<file path="config.mk">
export PLATFORM = sky130hd
export DESIGN_NAME = ctm_top
export DESIGN_NICKNAME = d
export VERILOG_FILES = /design/src/pkg/ctm_pkg.sv /design/src/rtl/ctm_sync3.sv /design/src/rtl/ctm_engine.sv /design/src/rtl/ctm_top.sv
export SDC_FILE = /design/constraint.sdc
export NUM_CORES = 2
export LEC_CHECK = 0
export ABC_AREA = 1
export BUFFER_PORTS_ARGS = -buffer_cell sky130_fd_sc_hd__buf_2
export CAP_MARGIN = 20
export CORE_ASPECT_RATIO = 1.75
export CORE_UTILIZATION = 60
export CTS_CLUSTER_SIZE = 12
export DETAILED_ROUTE_END_ITERATION = 6
export GPL_TIMING_DRIVEN = 0
export PLACE_DENSITY = 0.77
export SLEW_MARGIN = 20
export SYNTH_ARGS = -nofsm -noshare
export SYNTH_HDL_FRONTEND = slang
export SYNTH_HIERARCHICAL = 1
export SYNTH_SLANG_ARGS = --single-unit
</file>
<file path="constraint.sdc">
create_clock -name clock -period 47.3 [get_ports clock]
set_input_delay 14.19 -clock clock [delete_from_list [all_inputs] [get_ports clock]]
set_output_delay 14.19 -clock clock [all_outputs]
set_load 0.03 [all_outputs]
</file>
<file path="src/pkg/ctm_pkg.sv">
package ctm_pkg;

  // register offsets inside a pair stride, and the shared status words
  localparam logic [11:0] CTM_PAIR_STRIDE   = 12'h010;
  localparam logic [3:0]  CTM_OFF_COUNT     = 4'h0;
  localparam logic [3:0]  CTM_OFF_CMP_A     = 4'h4;
  localparam logic [3:0]  CTM_OFF_CMP_B     = 4'h8;
  localparam logic [3:0]  CTM_OFF_CTRL      = 4'hc;
  localparam logic [11:0] CTM_OFF_STATUS    = 12'h204;
  localparam logic [11:0] CTM_OFF_CLEAR     = 12'h208;

  // counts
  localparam int          CTM_PAIRS         = 4;
  localparam int          CTM_HALVES        = 8;
  localparam int          CTM_TRIG_PAIR     = 3;

  // control field positions within one half (half b adds CTM_HALF_SHIFT); trigger enable and link are whole-pair bits
  localparam int          CTM_HALF_SHIFT    = 16;
  localparam int          CTM_CTL_EN        = 0;
  localparam int          CTM_CTL_CLK_LSB   = 1;
  localparam int          CTM_CTL_FN_LSB    = 6;
  localparam int          CTM_CTL_IE0       = 9;
  localparam int          CTM_CTL_IE1       = 10;
  localparam int          CTM_CTL_CLR       = 11;
  localparam int          CTM_CTL_POL       = 12;
  localparam int          CTM_CTL_PE        = 13;
  localparam int          CTM_CTL_TRIG_EN   = 30;
  localparam int          CTM_CTL_LINK      = 31;

  // reset values
  localparam logic [31:0] CTM_CTRL_RESET    = 32'h0000_0000;
  localparam logic [31:0] CTM_CMP_RESET     = 32'h0000_0000;
  localparam logic [7:0]  CTM_STATUS_RESET  = 8'h00;

  // wrap points
  localparam logic [31:0] CTM_TOP_16        = 32'h0000_ffff;
  localparam logic [31:0] CTM_TOP_32        = 32'hffff_ffff;

  // counting clock selections; system clock stands in for the fast oscillator
  localparam logic [4:0]  CTM_CLK_PIN       = 5'h00;
  localparam logic [4:0]  CTM_CLK_DIV4      = 5'h01;
  localparam logic [4:0]  CTM_CLK_DIV16     = 5'h02;
  localparam logic [4:0]  CTM_CLK_DIV256    = 5'h03;
  localparam logic [4:0]  CTM_CLK_DIV1024   = 5'h04;
  localparam logic [4:0]  CTM_CLK_DIV4096   = 5'h05;
  localparam logic [4:0]  CTM_CLK_QUARTER   = 5'h0f;
  localparam int          CTM_DIV_BITS      = 12;

  typedef enum logic [2:0] {
    CTM_FN_SINGLE_COUNT = 3'b000,
    CTM_FN_REPEAT_COUNT = 3'b001,
    CTM_FN_SINGLE_PULSE = 3'b010,
    CTM_FN_REPEAT_PULSE = 3'b011,
    CTM_FN_CONTINUOUS   = 3'b100
  } ctm_fn_type;

endpackage

</file>
<file path="src/rtl/ctm_sync3.sv">
`timescale 1ns/10ps
`default_nettype none
module ctm_sync3
  import ctm_pkg::*;
(
  // clock and reset
  input  wire logic clock,
  input  wire logic sys_rst,
  // pin side
  input  wire logic async_in,
  // filtered side
  output logic      level,
  output logic      rise
);

  logic stage1_reg;
  logic stage2_reg;
  logic stage3_reg;
  logic level_reg;
  logic rise_reg;
  wire  agree_change = (stage2_reg == stage3_reg) && (stage3_reg != level_reg);

  always_ff @(posedge clock or posedge sys_rst) begin
    if (sys_rst) begin
      stage1_reg <= 1'b0;
      stage2_reg <= 1'b0;
      stage3_reg <= 1'b0;
      level_reg  <= 1'b0;
      rise_reg   <= 1'b0;
    end else begin
      stage1_reg <= async_in;
      stage2_reg <= stage1_reg;
      stage3_reg <= stage2_reg;
      rise_reg   <= agree_change && stage3_reg;
      if (agree_change) begin
        level_reg <= stage3_reg;
      end
    end
  end

  assign level = level_reg;
  assign rise  = rise_reg;

endmodule
`default_nettype wire

</file>
<file path="src/rtl/ctm_engine.sv">
`timescale 1ns/10ps
`default_nettype none
module ctm_engine
  import ctm_pkg::*;
(
  // clock and reset
  input  wire logic        clock,
  input  wire logic        sys_rst,
  // control
  input  wire logic        tick,
  input  wire logic        enable,
  input  wire logic        counter_hold_zero,
  input  wire logic [2:0]  function_select,
  input  wire logic [31:0] compare_low,
  input  wire logic [31:0] compare_high,
  input  wire logic [31:0] top,
  // state
  output logic [31:0]      count,
  output logic             level,
  output logic             low_event,
  output logic             high_event
);

  logic [31:0] count_reg;
  logic [31:0] count_next;
  logic        level_reg;
  logic        level_next;
  logic        stopped_reg;
  logic        stopped_next;
  logic        seen_reg;
  logic        seen_next;
  logic        low_next;
  logic        high_next;
  logic        low_reg;
  logic        high_reg;

  wire         hit_low  = (count_reg == compare_low);
  wire         hit_high = (count_reg == compare_high);
  wire [31:0]  count_inc = count_reg + 32'h0000_0001;
  wire         step     = tick && enable && !stopped_reg;

  always_comb begin
    count_next   = count_reg;
    level_next   = level_reg;
    stopped_next = stopped_reg;
    seen_next    = seen_reg;
    low_next     = 1'b0;
    high_next    = 1'b0;
    if (counter_hold_zero) begin
      count_next   = '0;
      level_next   = 1'b0;
      stopped_next = 1'b0;
      seen_next    = 1'b0;
    end else if (step) begin
      count_next = count_inc;
      unique case (function_select)
        CTM_FN_SINGLE_COUNT: begin
          if (hit_low) begin
            count_next   = '0;
            level_next   = !level_reg;
            stopped_next = 1'b1;
            low_next     = 1'b1;
          end
        end
        CTM_FN_REPEAT_COUNT: begin
          level_next = hit_low;
          if (hit_low) begin
            count_next = '0;
            low_next   = 1'b1;
          end
        end
        CTM_FN_SINGLE_PULSE, CTM_FN_REPEAT_PULSE: begin
          if (hit_low) begin
            level_next = 1'b1;
            low_next   = 1'b1;
          end else if (hit_high) begin
            level_next = 1'b0;
            count_next = '0;
            high_next  = 1'b1;
            stopped_next = (function_select == CTM_FN_SINGLE_PULSE);
          end
        end
        CTM_FN_CONTINUOUS: begin
          if (count_reg == top) begin
            count_next = '0;
          end
          if (hit_low && !seen_reg) begin
            level_next = 1'b1;
            seen_next  = 1'b1;
            low_next   = 1'b1;
          end
        end
        default: begin
          count_next = count_reg;
        end
      endcase
    end
  end

  // counter holds its value while enable is low so a paused sequence resumes
  always_ff @(posedge clock or posedge sys_rst) begin
    if (sys_rst) begin
      count_reg   <= '0;
      level_reg   <= 1'b0;
      stopped_reg <= 1'b0;
      seen_reg    <= 1'b0;
      low_reg     <= 1'b0;
      high_reg    <= 1'b0;
    end else begin
      count_reg   <= count_next;
      level_reg   <= level_next;
      stopped_reg <= stopped_next;
      seen_reg    <= seen_next;
      low_reg     <= low_next;
      high_reg    <= high_next;
    end
  end

  assign count      = count_reg;
  assign level      = level_reg;
  assign low_event  = low_reg;
  assign high_event = high_reg;

endmodule
`default_nettype wire

</file>
<file path="src/rtl/ctm_top.sv">
`timescale 1ns/10ps
`default_nettype none
module ctm_top
  import ctm_pkg::*;
(
  // clock and reset
  input  wire logic        clock,
  input  wire logic        sys_rst,
  // apb slave
  input  wire logic        psel,
  input  wire logic        penable,
  input  wire logic        pwrite,
  input  wire logic [11:0] paddr,
  input  wire logic [31:0] pwdata,
  output logic [31:0]      prdata,
  output logic             pready,
  output logic             pslverr,
  // timer pins, bit 2p is half a and bit 2p+1 half b of pair p
  input  wire logic [7:0]  timer_pin_in,
  output logic [7:0]       timer_pin_out,
  // converter trigger and interrupt
  output logic             converter_trigger,
  output logic             timer_irq
);

  // register file
  logic [31:0] ctrl_reg [CTM_PAIRS];
  logic [31:0] cmp_reg [CTM_HALVES];
  logic [7:0]  status_reg;
  logic [7:0]  status_next;
  logic [31:0] prdata_reg;
  logic        pready_reg;
  logic        pslverr_reg;
  logic [7:0]  pin_out_reg;
  logic        trigger_reg;
  logic        irq_reg;
  logic [CTM_DIV_BITS-1:0] div_reg;

  // per half signals
  logic [31:0] half_count [CTM_HALVES];
  logic [7:0]  half_level;
  logic [7:0]  half_low_event;
  logic [7:0]  half_high_event;
  logic [7:0]  pin_rise;
  logic [7:0]  half_irq_enable;
  logic [7:0]  half_pin_next;

  // bus decode
  wire         setup_phase  = psel && !penable && !pready_reg;
  wire         access_done  = psel && penable && pready_reg;
  wire         in_pairs     = (paddr[11:6] == 6'h00);
  wire [1:0]   dec_pair     = paddr[5:4];
  wire [3:0]   dec_off      = paddr[3:0];
  wire         hit_count    = in_pairs && (dec_off == CTM_OFF_COUNT);
  wire         hit_cmp_a    = in_pairs && (dec_off == CTM_OFF_CMP_A);
  wire         hit_cmp_b    = in_pairs && (dec_off == CTM_OFF_CMP_B);
  wire         hit_ctrl     = in_pairs && (dec_off == CTM_OFF_CTRL);
  wire         hit_status   = (paddr == CTM_OFF_STATUS);
  wire         hit_clear    = (paddr == CTM_OFF_CLEAR);
  wire         hit_any      = hit_count || hit_cmp_a || hit_cmp_b || hit_ctrl ||
                              hit_status || hit_clear;
  wire         write_ok     = access_done && pwrite && hit_any;
  wire [31:0]  pair_count   = ctrl_reg[dec_pair][CTM_CTL_LINK] ?
                              half_count[{dec_pair, 1'b0}] :
                              {half_count[{dec_pair, 1'b1}][15:0],
                               half_count[{dec_pair, 1'b0}][15:0]};
  wire [31:0]  read_value   = hit_count  ? pair_count :
                              hit_cmp_a  ? cmp_reg[{dec_pair, 1'b0}] :
                              hit_cmp_b  ? cmp_reg[{dec_pair, 1'b1}] :
                              hit_ctrl   ? ctrl_reg[dec_pair] :
                              hit_status ? {24'h000000, status_reg} :
                              32'h0000_0000;
  wire [7:0]   clear_mask   = (write_ok && hit_clear) ? pwdata[7:0] : 8'h00;

  // divided ticks; the fast oscillator is modelled by the system clock
  wire         tick_div4    = (div_reg[1:0] == 2'h3);
  wire         tick_div16   = (div_reg[3:0] == 4'hf);
  wire         tick_div256  = (div_reg[7:0] == 8'hff);
  wire         tick_div1024 = (div_reg[9:0] == 10'h3ff);
  wire         tick_div4096 = (div_reg == 12'hfff);

  function automatic logic pick_tick(input logic [4:0] sel, input logic pin_tick);
    logic t;
    t = 1'b0;
    case (sel)
      CTM_CLK_PIN:     t = pin_tick;
      CTM_CLK_DIV4:    t = tick_div4;
      CTM_CLK_DIV16:   t = tick_div16;
      CTM_CLK_DIV256:  t = tick_div256;
      CTM_CLK_DIV1024: t = tick_div1024;
      CTM_CLK_DIV4096: t = tick_div4096;
      CTM_CLK_QUARTER: t = tick_div4;
      default:         t = 1'b0;
    endcase
    return t;
  endfunction

  genvar g;
  generate
    for (g = 0; g < CTM_HALVES; g = g + 1) begin : gen_half
      localparam int PAIR = g / 2;
      localparam int HB   = g % 2;
      localparam int BASE = HB * CTM_HALF_SHIFT;
      wire        linked   = ctrl_reg[PAIR][CTM_CTL_LINK];
      wire [31:0] ctl      = ctrl_reg[PAIR];
      wire [31:0] cmp_own  = cmp_reg[g];
      wire [31:0] cmp_pa   = cmp_reg[PAIR * 2];
      wire [31:0] cmp_pb   = cmp_reg[PAIR * 2 + 1];
      wire [31:0] low_val  = (HB == 0 && linked) ? {cmp_pb[15:0], cmp_pa[15:0]} :
                                                   {16'h0000, cmp_own[15:0]};
      wire [31:0] high_val = (HB == 0 && linked) ? {cmp_pb[31:16], cmp_pa[31:16]} :
                                                   {16'h0000, cmp_own[31:16]};
      wire [31:0] top_val  = (HB == 0 && linked) ? CTM_TOP_32 : CTM_TOP_16;
      wire        en_bit   = ctl[BASE + CTM_CTL_EN] && !(HB == 1 && linked);
      wire        clr_bit  = ctl[BASE + CTM_CTL_CLR] || (HB == 1 && linked);
      wire        pol_bit  = ctl[BASE + CTM_CTL_POL];
      wire        pe_bit   = ctl[BASE + CTM_CTL_PE];
      wire        tick_sel = pick_tick(ctl[BASE + CTM_CTL_CLK_LSB +: 5], pin_rise[g]);

      ctm_sync3 u_sync (
        .clock    (clock),
        .sys_rst  (sys_rst),
        .async_in (timer_pin_in[g]),
        .level    (),
        .rise     (pin_rise[g])
      );

      ctm_engine u_engine (
        .clock             (clock),
        .sys_rst           (sys_rst),
        .tick              (tick_sel),
        .enable            (en_bit),
        .counter_hold_zero (clr_bit),
        .function_select   (ctl[BASE + CTM_CTL_FN_LSB +: 3]),
        .compare_low       (low_val),
        .compare_high      (high_val),
        .top               (top_val),
        .count             (half_count[g]),
        .level             (half_level[g]),
        .low_event         (half_low_event[g]),
        .high_event        (half_high_event[g])
      );

      assign half_irq_enable[g] = ctl[BASE + CTM_CTL_IE0];
      assign half_pin_next[g]   = pe_bit ? (half_level[g] ^ pol_bit) : pol_bit;
    end
  endgenerate

  // event wins over a clear in the same cycle
  assign status_next = (status_reg & ~clear_mask) | half_low_event;

  always_ff @(posedge clock or posedge sys_rst) begin
    if (sys_rst) begin
      div_reg <= '0;
    end else begin
      div_reg <= div_reg + 12'h001;
    end
  end

  // apb answers in the first access cycle, no wait states
  always_ff @(posedge clock or posedge sys_rst) begin
    if (sys_rst) begin
      prdata_reg  <= 32'h0000_0000;
      pready_reg  <= 1'b0;
      pslverr_reg <= 1'b0;
    end else begin
      pready_reg  <= setup_phase;
      pslverr_reg <= setup_phase && !hit_any;
      prdata_reg  <= (setup_phase && !pwrite) ? read_value : 32'h0000_0000;
    end
  end

  always_ff @(posedge clock or posedge sys_rst) begin
    if (sys_rst) begin
      for (int i = 0; i < CTM_PAIRS; i++) begin
        ctrl_reg[i] <= CTM_CTRL_RESET;
      end
      for (int i = 0; i < CTM_HALVES; i++) begin
        cmp_reg[i] <= CTM_CMP_RESET;
      end
    end else if (write_ok) begin
      if (hit_ctrl) begin
        ctrl_reg[dec_pair] <= pwdata;
      end
      if (hit_cmp_a) begin
        cmp_reg[{dec_pair, 1'b0}] <= pwdata;
      end
      if (hit_cmp_b) begin
        cmp_reg[{dec_pair, 1'b1}] <= pwdata;
      end
    end
  end

  // pin, trigger and irq all leave through flip-flops
  always_ff @(posedge clock or posedge sys_rst) begin
    if (sys_rst) begin
      status_reg  <= CTM_STATUS_RESET;
      pin_out_reg <= 8'h00;
      trigger_reg <= 1'b0;
      irq_reg     <= 1'b0;
    end else begin
      status_reg  <= status_next;
      pin_out_reg <= half_pin_next;
      trigger_reg <= ctrl_reg[CTM_TRIG_PAIR][CTM_CTL_TRIG_EN] &&
                     half_level[CTM_TRIG_PAIR * 2];
      irq_reg     <= |(status_next & half_irq_enable);
    end
  end

  assign prdata            = prdata_reg;
  assign pready            = pready_reg;
  assign pslverr           = pslverr_reg;
  assign timer_pin_out     = pin_out_reg;
  assign converter_trigger = trigger_reg;
  assign timer_irq         = irq_reg;

endmodule
`default_nettype wire

</file>
==> results of run 1 <==
metrics by stage:
stage / worst slack [ns] / utilization / hold slack [ns]
CTS: 30.49 / 0.672 / 0.349
detailed placement: 29.77 / 0.647 / 0.336
global placement: 15.48 / 0.644 / 0.332
floorplan: 20.62 / - / 0.331
metal layers:
layer	track usage	GRT overflow
met2	0.872	8
met1	0.628	0
met5	0.0528	0
met3	0.377	0
met4	0.661	3
==> flow_summary.json, run 1 <==
{
  "outcome": "aborted with a tool error",
  "lastStage": "5_1_grt",
  "tool.error": "[ERROR GRT-0116] Global routing finished with congestion. Check the congestion regions in the DRC Viewer.",
  "die_w_um": 241,
  "dp_cells": 10900,
  "gp_congestion": 1.21,
  "initial_core_util": 0.605,
  "cts_buffers": 80,
  "placed_area_um2": 64300,
  "grtUsageTotal": 0.632,
  "fp.dieH_um": 421,
  "hpwl_um": 229000,
  "grt_max_degree": 107,
  "cts.path.max_buffers": 3,
  "htree_levels": 3,
  "cts_setup_buffers": 0,
  "cts-root-buf": "clkbuf_16",
  "cts_resized": 0,
  "netlist_area_um2": 60100,
  "avgSynthCellArea_um2": 6.65,
  "ios": 101,
  "postSynthCellCount": 9042,
  "grt_pass1_vias": 65900,
  "row_count": 153,
  "ctsHoldBuffers": 0,
  "grt_overflow": 11,
  "yosys_warnings": 6,
  "grt_first_pass_wirelength_um": 458000,
  "io_buffers": 100
}
==> run 2: changes to the inputs <==
- CORE_ASPECT_RATIO: 1.75 -> unset
- CORE_UTILIZATION: 60 -> 40
- CTS_CLUSTER_SIZE: 12 -> unset
- PLACE_DENSITY: 0.77 -> unset
- PLACE_DENSITY_LB_ADDON: unset -> 0.15
==> run 2 against run 1 <==
Compared with the run above:
- the flow now finishes without violations
- synthesized area is the same
- synthesized cell count stayed put
==> flow_summary.json, run 2 <==
{
  "fin_crit_sh": 0.368,
  "drive_above_1_share": 0.116,
  "cts_sinks": 776,
  "p_per_area_nw_per_um2": 24.8,
  "yosys_warnings": 6,
  "insertion_delay_ns": 0.75,
  "mostFrequentLayoutCells": "nand2_1 (2932), nor2_1 (1017), inv_1 (850)",
  "critPathMaxStageDelay_ns": 1.08,
  "slew_violations": 0,
  "relSlewSlack": 0.118,
  "arrival_ns": 17.98,
  "antenna_found_initial": 32,
  "cpMaxStageDelayCell": "o31ai_1",
  "worstPathRequired_ns": 47.86,
  "cts.path.max_buffers": 3,
  "r2r-start": "div_reg[0]$_DFF_PP0_",
  "critPathLaunch": "paddr[4]",
  "min-delay-start": "gen_half[6].u_sync/stage1_reg$_DFF_PP0_",
  "cts_setup_buffers": 0,
  "path_class": "in2reg",
  "hpwl_um": 235000,
  "num_vias": 62500,
  "syn_to_final_growth_pct": 14.1,
  "largest_reg_flops": 256,
  "hold_viol": 0,
  "path_clk_slew_ns": 0.06,
  "startpoint_type": "input port",
  "fp.dieH_um": 390,
  "avgSynthCellArea_um2": 6.65,
  "grt_first_pass_wirelength_um": 411000,
  "ctsHoldBuffers": 0,
  "hold_class": "reg2reg",
  "grt_pass1_vias": 56300,
  "io_buffers": 100,
  "grtUsageTotal": 0.381,
  "worst-path-buf-inv": 4,
  "outcome": "finished, final reports clean",
  "setup-violations-final": 0,
  "dr.first_iter.drc_count": 7368,
  "die_w_um": 390,
  "htree_levels": 3,
  "nFillCells": 15600,
  "fin_crit_ns": 17.41,
  "cts_tree": "done",
  "preCtsSetupSlack_ns": 29.39,
  "cts_resized": 0,
  "drt-total-wl_um": 296000,
  "ant_nets": 0,
  "fmax_mhz": 57.4,
  "gp_congestion": 1.10,
  "worst_pin_slew_ns": 1.31,
  "dieArea_um2": 152000,
  "cp_max_fo": 10,
  "cts_buffers": 96,
  "ios": 101,
  "postSynthCellCount": 9042,
  "final_core_util": 0.462,
  "wire_per_inst_um": 25.0,
  "grt_max_degree": 105,
  "rsz0062_at_grt": "false",
  "p_leak_nw": 33.9,
  "maxCapViolations": 0,
  "nNetsFinal": 9766,
  "core_um2": 149000,
  "crit_chain": "buf_2 -> inv_2 -> nand2_1 -> buf_2 -> clkbuf_1 -> o22ai_1 -> o31ai_1 -> nor2_1 -> nor2_1",
  "fin_ws_ns": 29.89,
  "cts-root-buf": "clkbuf_16",
  "drc": 0,
  "cp_top_family": "compound AO/OA/AOI/OAI gates",
  "vias_per_cell": 5.29,
  "drt_first_pass_iters": 6,
  "grt_overflow": 0,
  "cp-end-kind": "flip-flop",
  "row_count": 141,
  "ir_drop_mv": 0.0287,
  "netlist_area_um2": 60100,
  "initial_core_util": 0.405,
  "final_common_cell": "nand2_1",
  "setup_tns_ns": 0,
  "fin_worst_skew_ns": 0.0308
}
run 2: worst paths after layout:
path,endpoint,slack [ns],cells past startpoint
setup / recovery,prdata[23]$_DFF_PP0_,29.89,9
hold / removal,gen_half[6].u_sync/stage2_reg$_DFF_PP0_,0.35,0
setup reg to reg,gen_half[0].u_engine/low_event$_DFF_PP0_,42.37,18
hold reg to reg,gen_half[6].u_sync/stage2_reg$_DFF_PP0_,0.35,0
max in group asynchronous,gen_half[4].cmp_own[23]$_DFFE_PP0P_,31.87,5
min in group asynchronous,gen_half[1].u_sync/stage1_reg$_DFF_PP0_,13.87,2
run 2: power breakdown:
group / leakage, nW / switching [mW] / internal (mW)
Clock: 1.63 / 0.335 / 0.463
Sequential: 9.34 / 0.00601 / 0.669
Combinational: 22.9 / 0.160 / 0.0665
Total: 33.9 / 0.501 / 1.20
run 2: cell type report:
class	count	area, um2	share of cell area
Tap cell	2002	2500	0.0365
Inverter	1001	3770	0.0549
Clock buffer	132	2810	0.0410
Timing Repair Buffer	114	832	0.0121
Sequential cell	776	19400	0.283
Buffer	542	3200	0.0466
Antenna cell	37	92.6	0.00135
Clock inverter	47	556	0.00810
Multi-Input combinational cell	7169	35400	0.516
run 2: per-stage QoR:
step / total power [mW] / area, um2 / hold slack (ns) / std cells
after floorplan: 0.826 / 61800 / 0.331 / 9488
after global placement: 0.902 / 64800 / 0.332 / 11600
after detailed placement: 0.906 / 65200 / 0.335 / 11600
after CTS: 1.70 / 68500 / 0.347 / 11800
after global routing: 1.75 / 68500 / 0.347 / 11800
final: 1.70 / 68600 / 0.345 / 11800
run 2: routing by layer:
metal,share of wire,up-vias,track usage
li1,-,29200,-
met1,0.43,29900,0.521
met5,0.000030,-,0
met3,0.11,473,0.113
met4,0.044,2,0.164
met2,0.42,2979,0.554
No activity file was read; power rests on OpenSTA's default activity.
